--- src/arb_regs.svh ---
/*
 * Fixed sizes, masks and counts of the converter result sequencer.
 * Assumes it is included by bare name from the package and modules of this block.
 */
`ifndef ARB_REGS_SVH
`define ARB_REGS_SVH

`define ARB_NUM_BUFS 16
`define ARB_BUF_W 4
`define ARB_DATA_W 12
`define ARB_NUM_CH 32
`define ARB_CH_W 5
`define ARB_SMPI_W 5
`define ARB_FIFO_DEPTH 4
`define ARB_DMA_AW 8
`define ARB_OPAMP_PIN_CNT 3
`define ARB_OPAMP2_PINS 32'h0000_0007
`define ARB_MUX_FIRST_FREE 5'h03

`endif

--- src/arb_pkg.sv ---
/*
 * Types shared by the converter result sequencer modules.
 * Assumes arb_regs.svh is on the include path.
 */
`include "arb_regs.svh"

package arb_pkg;
    typedef logic [`ARB_CH_W-1:0] arb_ch_t;
    typedef logic [`ARB_DATA_W-1:0] arb_data_t;
    typedef enum logic {ARB_MODE_BUFFERED, ARB_MODE_DMA} arb_mode_e;
endpackage

--- src/arb_top.sv ---
/*
 * Converter result sequencer: interrupt point counting, scan restart, result
 * buffer placement for buffered and DMA modes, done flag and op amp pin claim.
 * Assumes the converter pulses conv_start_i/conv_done_i synchronous to mclk_i
 * (25 MHz) and honours conv_ready_o before presenting a result.
 */
`timescale 1ns/1ps
`default_nettype none
`include "arb_regs.svh"

module arb_top #(
    parameter int DMA_AW = `ARB_DMA_AW,
    parameter int FIFO_DEPTH = `ARB_FIFO_DEPTH
) (
    input wire logic mclk_i,
    input wire logic rst_i,
    input wire logic [`ARB_SMPI_W-1:0] samples_per_irq_i,
    input wire logic scan_inputs_enable_i,
    input wire logic [15:0] scan_select_low_i,
    input wire logic [15:0] scan_select_high_i,
    input wire logic conv_dma_enable_i,
    input wire logic irq_enable_i,
    input wire logic opamp2_enable_i,
    input wire arb_pkg::arb_ch_t input_mux_alt_set_i,
    input wire logic conv_start_i,
    input wire logic conv_done_i,
    input wire arb_pkg::arb_data_t conv_result_i,
    input wire logic done_clear_i,
    input wire logic irq_flag_clear_i,
    input wire logic buf_freeze_i,
    input wire logic [`ARB_BUF_W-1:0] rd_index_i,
    output var logic conv_ready_o,
    output var arb_pkg::arb_ch_t conv_channel_o,
    output var logic conv_done_flag_o,
    output var logic irq_flag_o,
    output var logic irq_o,
    output var arb_pkg::arb_data_t rd_data_o,
    output var logic [`ARB_BUF_W-1:0] buf_ptr_o,
    output var logic dma_req_o,
    output var logic [DMA_AW-1:0] dma_addr_o,
    output var logic mux_conflict_o,
    output var logic [`ARB_OPAMP_PIN_CNT-1:0] opamp_pins_o
);
    import arb_pkg::*;

    arb_data_t buf_r [`ARB_NUM_BUFS];
    logic [`ARB_SMPI_W-1:0] cnt_r;
    logic fifo_valid;
    arb_data_t fifo_data;

    // results pass a small FIFO so a burst from the converter survives a short freeze
    arb_fifo #(
        .W(`ARB_DATA_W),
        .DEPTH(FIFO_DEPTH)
    ) u_fifo (
        .clk_i(mclk_i),
        .rst_i(rst_i),
        .in_valid_i(conv_done_i),
        .in_data_i(conv_result_i),
        .in_ready_o(conv_ready_o),
        .out_valid_o(fifo_valid),
        .out_data_o(fifo_data),
        .out_ready_i(!buf_freeze_i)
    );

    // decode of the completion event and the sample count point
    wire arb_mode_e mode = conv_dma_enable_i ? ARB_MODE_DMA : ARB_MODE_BUFFERED;
    wire is_dma = mode == ARB_MODE_DMA;
    wire take = fifo_valid & !buf_freeze_i;
    wire irq_point = take && (cnt_r == samples_per_irq_i);
    wire [`ARB_SMPI_W-1:0] cnt_nxt = irq_point ? '0 : cnt_r + `ARB_SMPI_W'(1);
    // placement uses the running pointer, or buffer zero in DMA mode; the channel number never enters it
    wire [`ARB_BUF_W-1:0] wr_idx = is_dma ? '0 : buf_ptr_o;
    wire [`ARB_BUF_W-1:0] ptr_nxt = (is_dma || irq_point) ? '0 : buf_ptr_o + `ARB_BUF_W'(1);
    wire dma_adv = take && is_dma && irq_point;
    wire [DMA_AW-1:0] dma_addr_nxt = dma_addr_o + DMA_AW'(1);

    // inputs claimed by op amp two are masked out of the scan list
    wire [`ARB_NUM_CH-1:0] claim_m = opamp2_enable_i ? `ARB_OPAMP2_PINS : '0;
    wire [`ARB_NUM_CH-1:0] scan_mask = {scan_select_high_i, scan_select_low_i} & ~claim_m;
    wire alt_conflict = opamp2_enable_i && (input_mux_alt_set_i < `ARB_MUX_FIRST_FREE);

    // hardware set beats any clear arriving in the same cycle
    wire done_nxt = conv_done_i ? 1'b1 : (conv_start_i || done_clear_i) ? 1'b0 : conv_done_flag_o;
    wire irq_flag_nxt = irq_point ? 1'b1 : irq_flag_clear_i ? 1'b0 : irq_flag_o;

    arb_scan u_scan (
        .clk_i(mclk_i),
        .rst_i(rst_i),
        .enable_i(scan_inputs_enable_i),
        .select_i(scan_mask),
        .manual_ch_i(input_mux_alt_set_i),
        .restart_i(irq_point && scan_inputs_enable_i),
        .advance_i(take),
        .channel_o(conv_channel_o)
    );

    always_ff @(posedge mclk_i) begin
        if (rst_i) begin
            cnt_r <= '0;
            buf_ptr_o <= '0;
            dma_addr_o <= '0;
            dma_req_o <= 1'b0;
        end else begin
            if (take) begin
                cnt_r <= cnt_nxt;
                buf_ptr_o <= ptr_nxt;
            end
            if (dma_adv) begin
                dma_addr_o <= dma_addr_nxt;
            end
            // the reader has one conversion time to take buffer zero before it is overwritten
            dma_req_o <= take && is_dma;
        end
    end

    always_ff @(posedge mclk_i) begin
        if (rst_i) begin
            conv_done_flag_o <= 1'b0;
            irq_flag_o <= 1'b0;
            irq_o <= 1'b0;
            mux_conflict_o <= 1'b0;
            opamp_pins_o <= '0;
        end else begin
            conv_done_flag_o <= done_nxt;
            irq_flag_o <= irq_flag_nxt;
            irq_o <= irq_point && irq_enable_i;
            mux_conflict_o <= alt_conflict;
            opamp_pins_o <= claim_m[`ARB_OPAMP_PIN_CNT-1:0];
        end
    end

    for (genvar g = 0; g < `ARB_NUM_BUFS; g++) begin : g_buf
        wire hit = take && (wr_idx == `ARB_BUF_W'(g));
        always_ff @(posedge mclk_i) begin
            if (rst_i) begin
                buf_r[g] <= '0;
            end else if (hit) begin
                buf_r[g] <= fifo_data;
            end
        end
    end

    always_ff @(posedge mclk_i) begin
        if (rst_i) begin
            rd_data_o <= '0;
        end else begin
            rd_data_o <= buf_r[rd_index_i];
        end
    end

    wire [`ARB_NUM_CH-1:0] low_onehot = scan_mask & (~scan_mask + `ARB_NUM_CH'(1));
endmodule // arb_top

`default_nettype wire

--- src/arb_fifo.sv ---
/*
 * Small synchronous FIFO with valid/ready on both sides and registered flags.
 * Assumes DEPTH is a power of two and a single clock with synchronous reset.
 */
`timescale 1ns/1ps
`default_nettype none

module arb_fifo #(
    parameter int W = 12,
    parameter int DEPTH = 4
) (
    input wire logic clk_i,
    input wire logic rst_i,
    input wire logic in_valid_i,
    input wire logic [W-1:0] in_data_i,
    output var logic in_ready_o,
    output var logic out_valid_o,
    output logic [W-1:0] out_data_o,
    input wire logic out_ready_i
);
    localparam int AW = $clog2(DEPTH);

    logic [W-1:0] mem_r [DEPTH];
    logic [AW-1:0] wr_r;
    logic [AW-1:0] rd_r;
    logic [AW:0] cnt_r;
    logic [AW:0] cnt_nxt;
    wire push = in_valid_i & in_ready_o;
    wire pop = out_valid_o & out_ready_i;

    assign cnt_nxt = cnt_r + (AW+1)'(push) - (AW+1)'(pop);
    assign out_data_o = mem_r[rd_r];

    // flags are registered so the ports never see a combinational path
    always_ff @(posedge clk_i) begin
        if (rst_i) begin
            wr_r <= '0;
            rd_r <= '0;
            cnt_r <= '0;
            in_ready_o <= 1'b1;
            out_valid_o <= 1'b0;
        end else begin
            wr_r <= wr_r + AW'(push);
            rd_r <= rd_r + AW'(pop);
            cnt_r <= cnt_nxt;
            in_ready_o <= cnt_nxt != (AW+1)'(DEPTH);
            out_valid_o <= cnt_nxt != '0;
        end
    end

    always_ff @(posedge clk_i) begin
        if (push) begin
            mem_r[wr_r] <= in_data_i;
        end
    end
endmodule // arb_fifo

`default_nettype wire

--- src/arb_scan.sv ---
/*
 * Channel scan selector: walks the set bits of the scan list in rising order.
 * Assumes restart and advance are one-cycle pulses from the sequencer.
 */
`timescale 1ns/1ps
`default_nettype none
`include "arb_regs.svh"

module arb_scan (
    input wire logic clk_i,
    input wire logic rst_i,
    input wire logic enable_i,
    input wire logic [`ARB_NUM_CH-1:0] select_i,
    input wire arb_pkg::arb_ch_t manual_ch_i,
    input wire logic restart_i,
    input wire logic advance_i,
    output var arb_pkg::arb_ch_t channel_o
);
    import arb_pkg::*;

    function automatic logic [`ARB_CH_W:0] lowest(input logic [`ARB_NUM_CH-1:0] m);
        logic [`ARB_CH_W:0] r;
        r = '0;
        for (int i = `ARB_NUM_CH - 1; i >= 0; i--) begin
            if (m[i]) begin
                r = {1'b1, `ARB_CH_W'(i)};
            end
        end
        return r;
    endfunction

    wire [`ARB_NUM_CH-1:0] above_m = select_i & (({`ARB_NUM_CH{1'b1}} << channel_o) << 1);
    wire [`ARB_CH_W:0] first_w = lowest(select_i);
    wire [`ARB_CH_W:0] next_w = lowest(above_m);
    wire arb_ch_t wrap_ch = next_w[`ARB_CH_W] ? next_w[`ARB_CH_W-1:0] : first_w[`ARB_CH_W-1:0];
    // an empty list falls back to the manual selection rather than stalling on a dead channel
    // a channel off the list (the manual one when scanning starts) hands over to the first listed
    wire listed = select_i[channel_o];
    wire arb_ch_t channel_nxt = (!enable_i || !first_w[`ARB_CH_W]) ? manual_ch_i :
                                (restart_i || !listed) ? first_w[`ARB_CH_W-1:0] :
                                advance_i ? wrap_ch : channel_o;

    always_ff @(posedge clk_i) begin
        if (rst_i) begin
            channel_o <= '0;
        end else begin
            channel_o <= channel_nxt;
        end
    end
endmodule // arb_scan

`default_nettype wire

--- config.mk ---
export PLATFORM = sky130hd
export DESIGN_NAME = arb_top
export DESIGN_NICKNAME = d
export VERILOG_FILES = /design/src/arb_pkg.sv /design/src/arb_top.sv /design/src/arb_fifo.sv /design/src/arb_scan.sv
export VERILOG_INCLUDE_DIRS = /design/src
export SDC_FILE = /design/constraint.sdc
export NUM_CORES = 1
export LEC_CHECK = 0
export BUFFER_PORTS_ARGS = -buffer_cell sky130_fd_sc_hd__buf_2
export CORE_MARGIN = 1.5
export CORE_UTILIZATION = 40
export DETAILED_ROUTE_END_ITERATION = 12
export PLACE_DENSITY = 0.64
export SLEW_MARGIN = 0
export SYNTH_ARGS = -nofsm -noshare
export SYNTH_HDL_FRONTEND = slang
export SYNTH_SLANG_ARGS = --single-unit
--- constraint.sdc ---
create_clock -name mclk_i -period 7.81 [get_ports mclk_i]
set_clock_uncertainty 0.05 [all_clocks]
set_input_delay 0.781 -clock mclk_i [delete_from_list [all_inputs] [get_ports mclk_i]]
set_output_delay 0.781 -clock mclk_i [all_outputs]
set_load 0.005 [all_outputs]
==> run_results.csv <==
group,metric,value,unit
run_status,status,"finished clean",
global_route,grt_pass1_wl,50950,µm
global_route,grt.overflow.total,0,
sta,finalSetupTns,0,ns
min_path,holdCritStartpoint,"conv_result_i[7]",
setup_path,critPathCaptureType,"flop",
sta,finalMaxSlewViolations,0,
sta,rsz0062_at_grt,"no",
cts,cts_hold_buf,0,
finish,fin_nets,1296,
finish,antenna_cells,0,
finish,drive_gt1_frac,0.2227,
cts,htree_levels,1,
flow_run,max-cap-violations,0,
sta,fmax,300.3,MHz
global_route,grt_pass1_vias,9061,
setup_path,regToRegStartpoint,"u_scan.channel_o[0]$_SDFFE_PP0P_",
cts,clkTransAtPathRegs,0.06,ns
global_route,grt_max_degree,65,
setup_path,criticalPathCategory,"reg -> reg",
sta,slew_headroom,0.1928,
pwr,leakage,5.854,nW
finish,final_cell_mix,"nor2_1 (253), edfxtp_1 (240), buf_2 (106)",
cts,cts_tree,"built",
die,rows,67,
finish,synthToLayoutAreaGrowth,13.45,%
place,hpwlAfterDp,21890,µm
routing,postRouteAntennaNets,0,
logic_synthesis,syn_inst,1141,
cts,cts-resized-gates,0,
logic_synthesis,yosysSeqAreaShare,0.5913,
routing,viasPerCell,5.482,
cts,post_cts_buffers,0,
routing,vias,9276,
logic_synthesis,synth.avg_cell_area,12.14,µm²
setup_path,cp_num_buf_inv,0,
finish,final_common_cell,"nor2_1",
cts,clk_latency,0.57,ns
logic_synthesis,async_flop_share,0,
finish,fillers,3037,
setup_path,startpoint_type,"flop",
pwr,p_per_area,254.4,nW/µm²
routing,drc,0,
sta,min_period_over_period,0.4264,
die,die_w,189.1,µm
setup_path,worstPathMaxFanout,27,
cts,numCtsBuffers,31,
setup_path,crit_family,"compound AO/OA/AOI/OAI gates",
logic_synthesis,ys_warn_count,0,
place,io_buffers,106,
place,placed_cell_area,14720,µm²
routing,routed_wl,32460,µm
die,die_h,189.1,µm
cts,cts.sinks,289,
pwr,ir_worst_vdd,0.2089,mV
global_route,grt_use_total,0.1819,
logic_synthesis,ys.flop_type,"edfxtp_1",
min_path,hold_path_class,"in -> reg",
setup_path,slowest_delay,0.95,ns
logic_synthesis,synth_edf_count,240,
setup_path,cp_slowest_cell,"dfxtp_1",
die,fp.dieArea,35740,µm²
cts,cts_buffer_depth,3,
place,globalplace.congestion,0.9468,
logic_synthesis,syn-cell-area,13850,µm²
logic_synthesis,synth_cell_types,83,
setup_path,rr_worst_depth,8,
sta,fin_crit,3.330,ns
die,start_util,0.4099,
setup_path,path_cells,"nor2_1 -> a22oi_1 -> o211ai_1 -> a31o_2 -> a2111o_1 -> or2_1 -> mux2i_1 -> a2111oi_2",
setup_path,rr_endpoint,"u_scan.channel_o[1]$_SDFFE_PP0P_",
die,ioPinCount,107,
min_path,worstHoldPathCells,1,
sta,finalHoldViolCount,0,
setup_path,reg2reg_slack,4.48,ns
die,core_area,33780,µm²
routing,first_iter_violations,826,
sta,setup_viol,0,
cts,root_buffer,"clkbuf_16",
sta,tightest_slew,1.203,ns
min_path,whs_endpoint,"u_fifo.mem_r[3][7]$_DFFE_PP_",
pwr,power,3.997,mW
finish,post-route-util,0.4650,
setup_path,worstPathRequired,8.22,ns
global_route,antenna_found_initial,0,
routing,dr.pass1.iters,5,
logic_synthesis,synth_fp_nets,1218,
finish,postLayoutCellArea,15710,µm²
logic_synthesis,yosys_register_bits,289,
setup_path,arrival,3.74,ns
routing,wl_per_cell,19.18,µm
where the power goes:
group	switching [mW]	total [mW]	internal (mW)
Clock	0.619	1.42	0.805
Combinational	0.473	0.743	0.270
Sequential	0.0543	1.83	1.78
Total	1.15	4.00	2.85
how the worst max path moves through the flow:
stage | from | endpoint | slack (ns) | cells after the start
finish | u_scan.channel_o[0]$_SDFFE_PP0P_ | u_scan.channel_o[1]$_SDFFE_PP0P_ | 4.48 | 8
floorplan | rd_index_i[0] | rd_data_o[8]$_SDFF_PP0_ | 4.91 | 5
CTS | u_scan.channel_o[3]$_SDFFE_PP0P_ | u_scan.channel_o[1]$_SDFFE_PP0P_ | 4.56 | 8
global placement | buf_freeze_i | u_fifo.in_ready_o$_SDFF_PP1_ | 4.44 | 12
detailed placement | buf_freeze_i | u_fifo.in_ready_o$_SDFF_PP1_ | 4.41 | 12
global route | u_scan.channel_o[0]$_SDFFE_PP0P_ | u_scan.channel_o[1]$_SDFFE_PP0P_ | 4.26 | 9
flip-flops by register name, indices dropped and copies added (netlist names):
| register | count |
|---|---|
| u_scan.channel_o | 5 |
| mux_conflict_o | 1 |
| u_fifo.mem_r | 48 |
| conv_done_flag_o | 1 |
| u_fifo.rd_r | 2 |
| irq_flag_o | 1 |
| u_fifo.out_valid_o | 1 |
| u_fifo.cnt_r | 3 |
| buf_r | 192 |
| irq_o | 1 |
| rd_data_o | 12 |
| dma_req_o | 1 |
| buf_ptr_o | 4 |
| opamp_pins_o | 1 |
| dma_addr_o | 8 |
| u_fifo.in_ready_o | 1 |
| cnt_r | 5 |
| u_fifo.wr_r | 2 |
area by class of cell:
cell class,instances,area (µm²),area share
timing repair buffer,130,710.7,0.04524
clock inverter,22,198.9,0.01266
tap,448,560.5,0.03568
clock buffer,36,794.5,0.05058
multi-input combinational,746,5177,0.3296
inverter,21,78.83,0.005018
sequential,289,8188,0.5212
layer usage:
layer / GRT usage / up-vias / routed length (µm)
met5: 0 / - / 0
met4: 0.05006 / 0 / 621
met3: 0.03336 / 62 / 2708
met2: 0.2992 / 371 / 15380
met1: 0.2476 / 4496 / 13750
li1: - / 4347 / -
cell usage after synthesis, types with 5 or more instances:
cell type  count  share of area
nand2_1       72          0.020
mux2i_1       24          0.017
mux2_2        13          0.011
a22oi_1        7         0.0038
a21oi_1       39          0.014
nand3_1       16         0.0058
or2_2          9         0.0041
nand2b_1       9         0.0041
o21ai_0       18         0.0065
a31oi_1        7         0.0032
o211ai_1       8         0.0043
inv_1         20         0.0054
xor2_1        10         0.0063
ha_1           7         0.0063
dfxtp_1       49          0.071
xnor2_1        9         0.0057
clkbuf_1      58          0.016
o21ai_1       14         0.0051
nor3b_1        5         0.0027
a21o_1        11         0.0060
nor4_1        10         0.0045
buf_1          6         0.0016
o21bai_1      11         0.0060
o22ai_1        5         0.0023
and3_1         7         0.0032
mux4_2        60          0.098
nor2b_1       25          0.011
edfxtp_1     240           0.52
buf_2         10         0.0036
nor3_1        20         0.0072
nor2_1       253          0.069
through the flow:
stage	hold WS [ns]	cells	worst slack, ns
2_1_floorplan	0.4235	1141	4.909
4_1_cts	0.3541	1692	4.557
3_5_place_dp	0.4236	1634	4.412
6_report	0.3762	1692	4.480
3_3_place_gp	0.4132	1634	4.436
5_1_grt	0.3680	1692	4.259
kinds of logic (layout without fill, tap and decap cells):
group | count (synthesis) | in the layout | share of synthesized area
adders and majority gates | 9 | 9 | 0.008494
DFF | 289 | 289 | 0.5913
and+or+nand+nor | 456 | 456 | 0.1480
xor gates and xnor gates | 19 | 19 | 0.01202
buffers and inverters | 106 | 209 | 0.03533
AOI/OAI and AO/OA | 165 | 165 | 0.07934
muxes | 97 | 97 | 0.1255
Note: power is estimated with default switching activity, not from simulation.
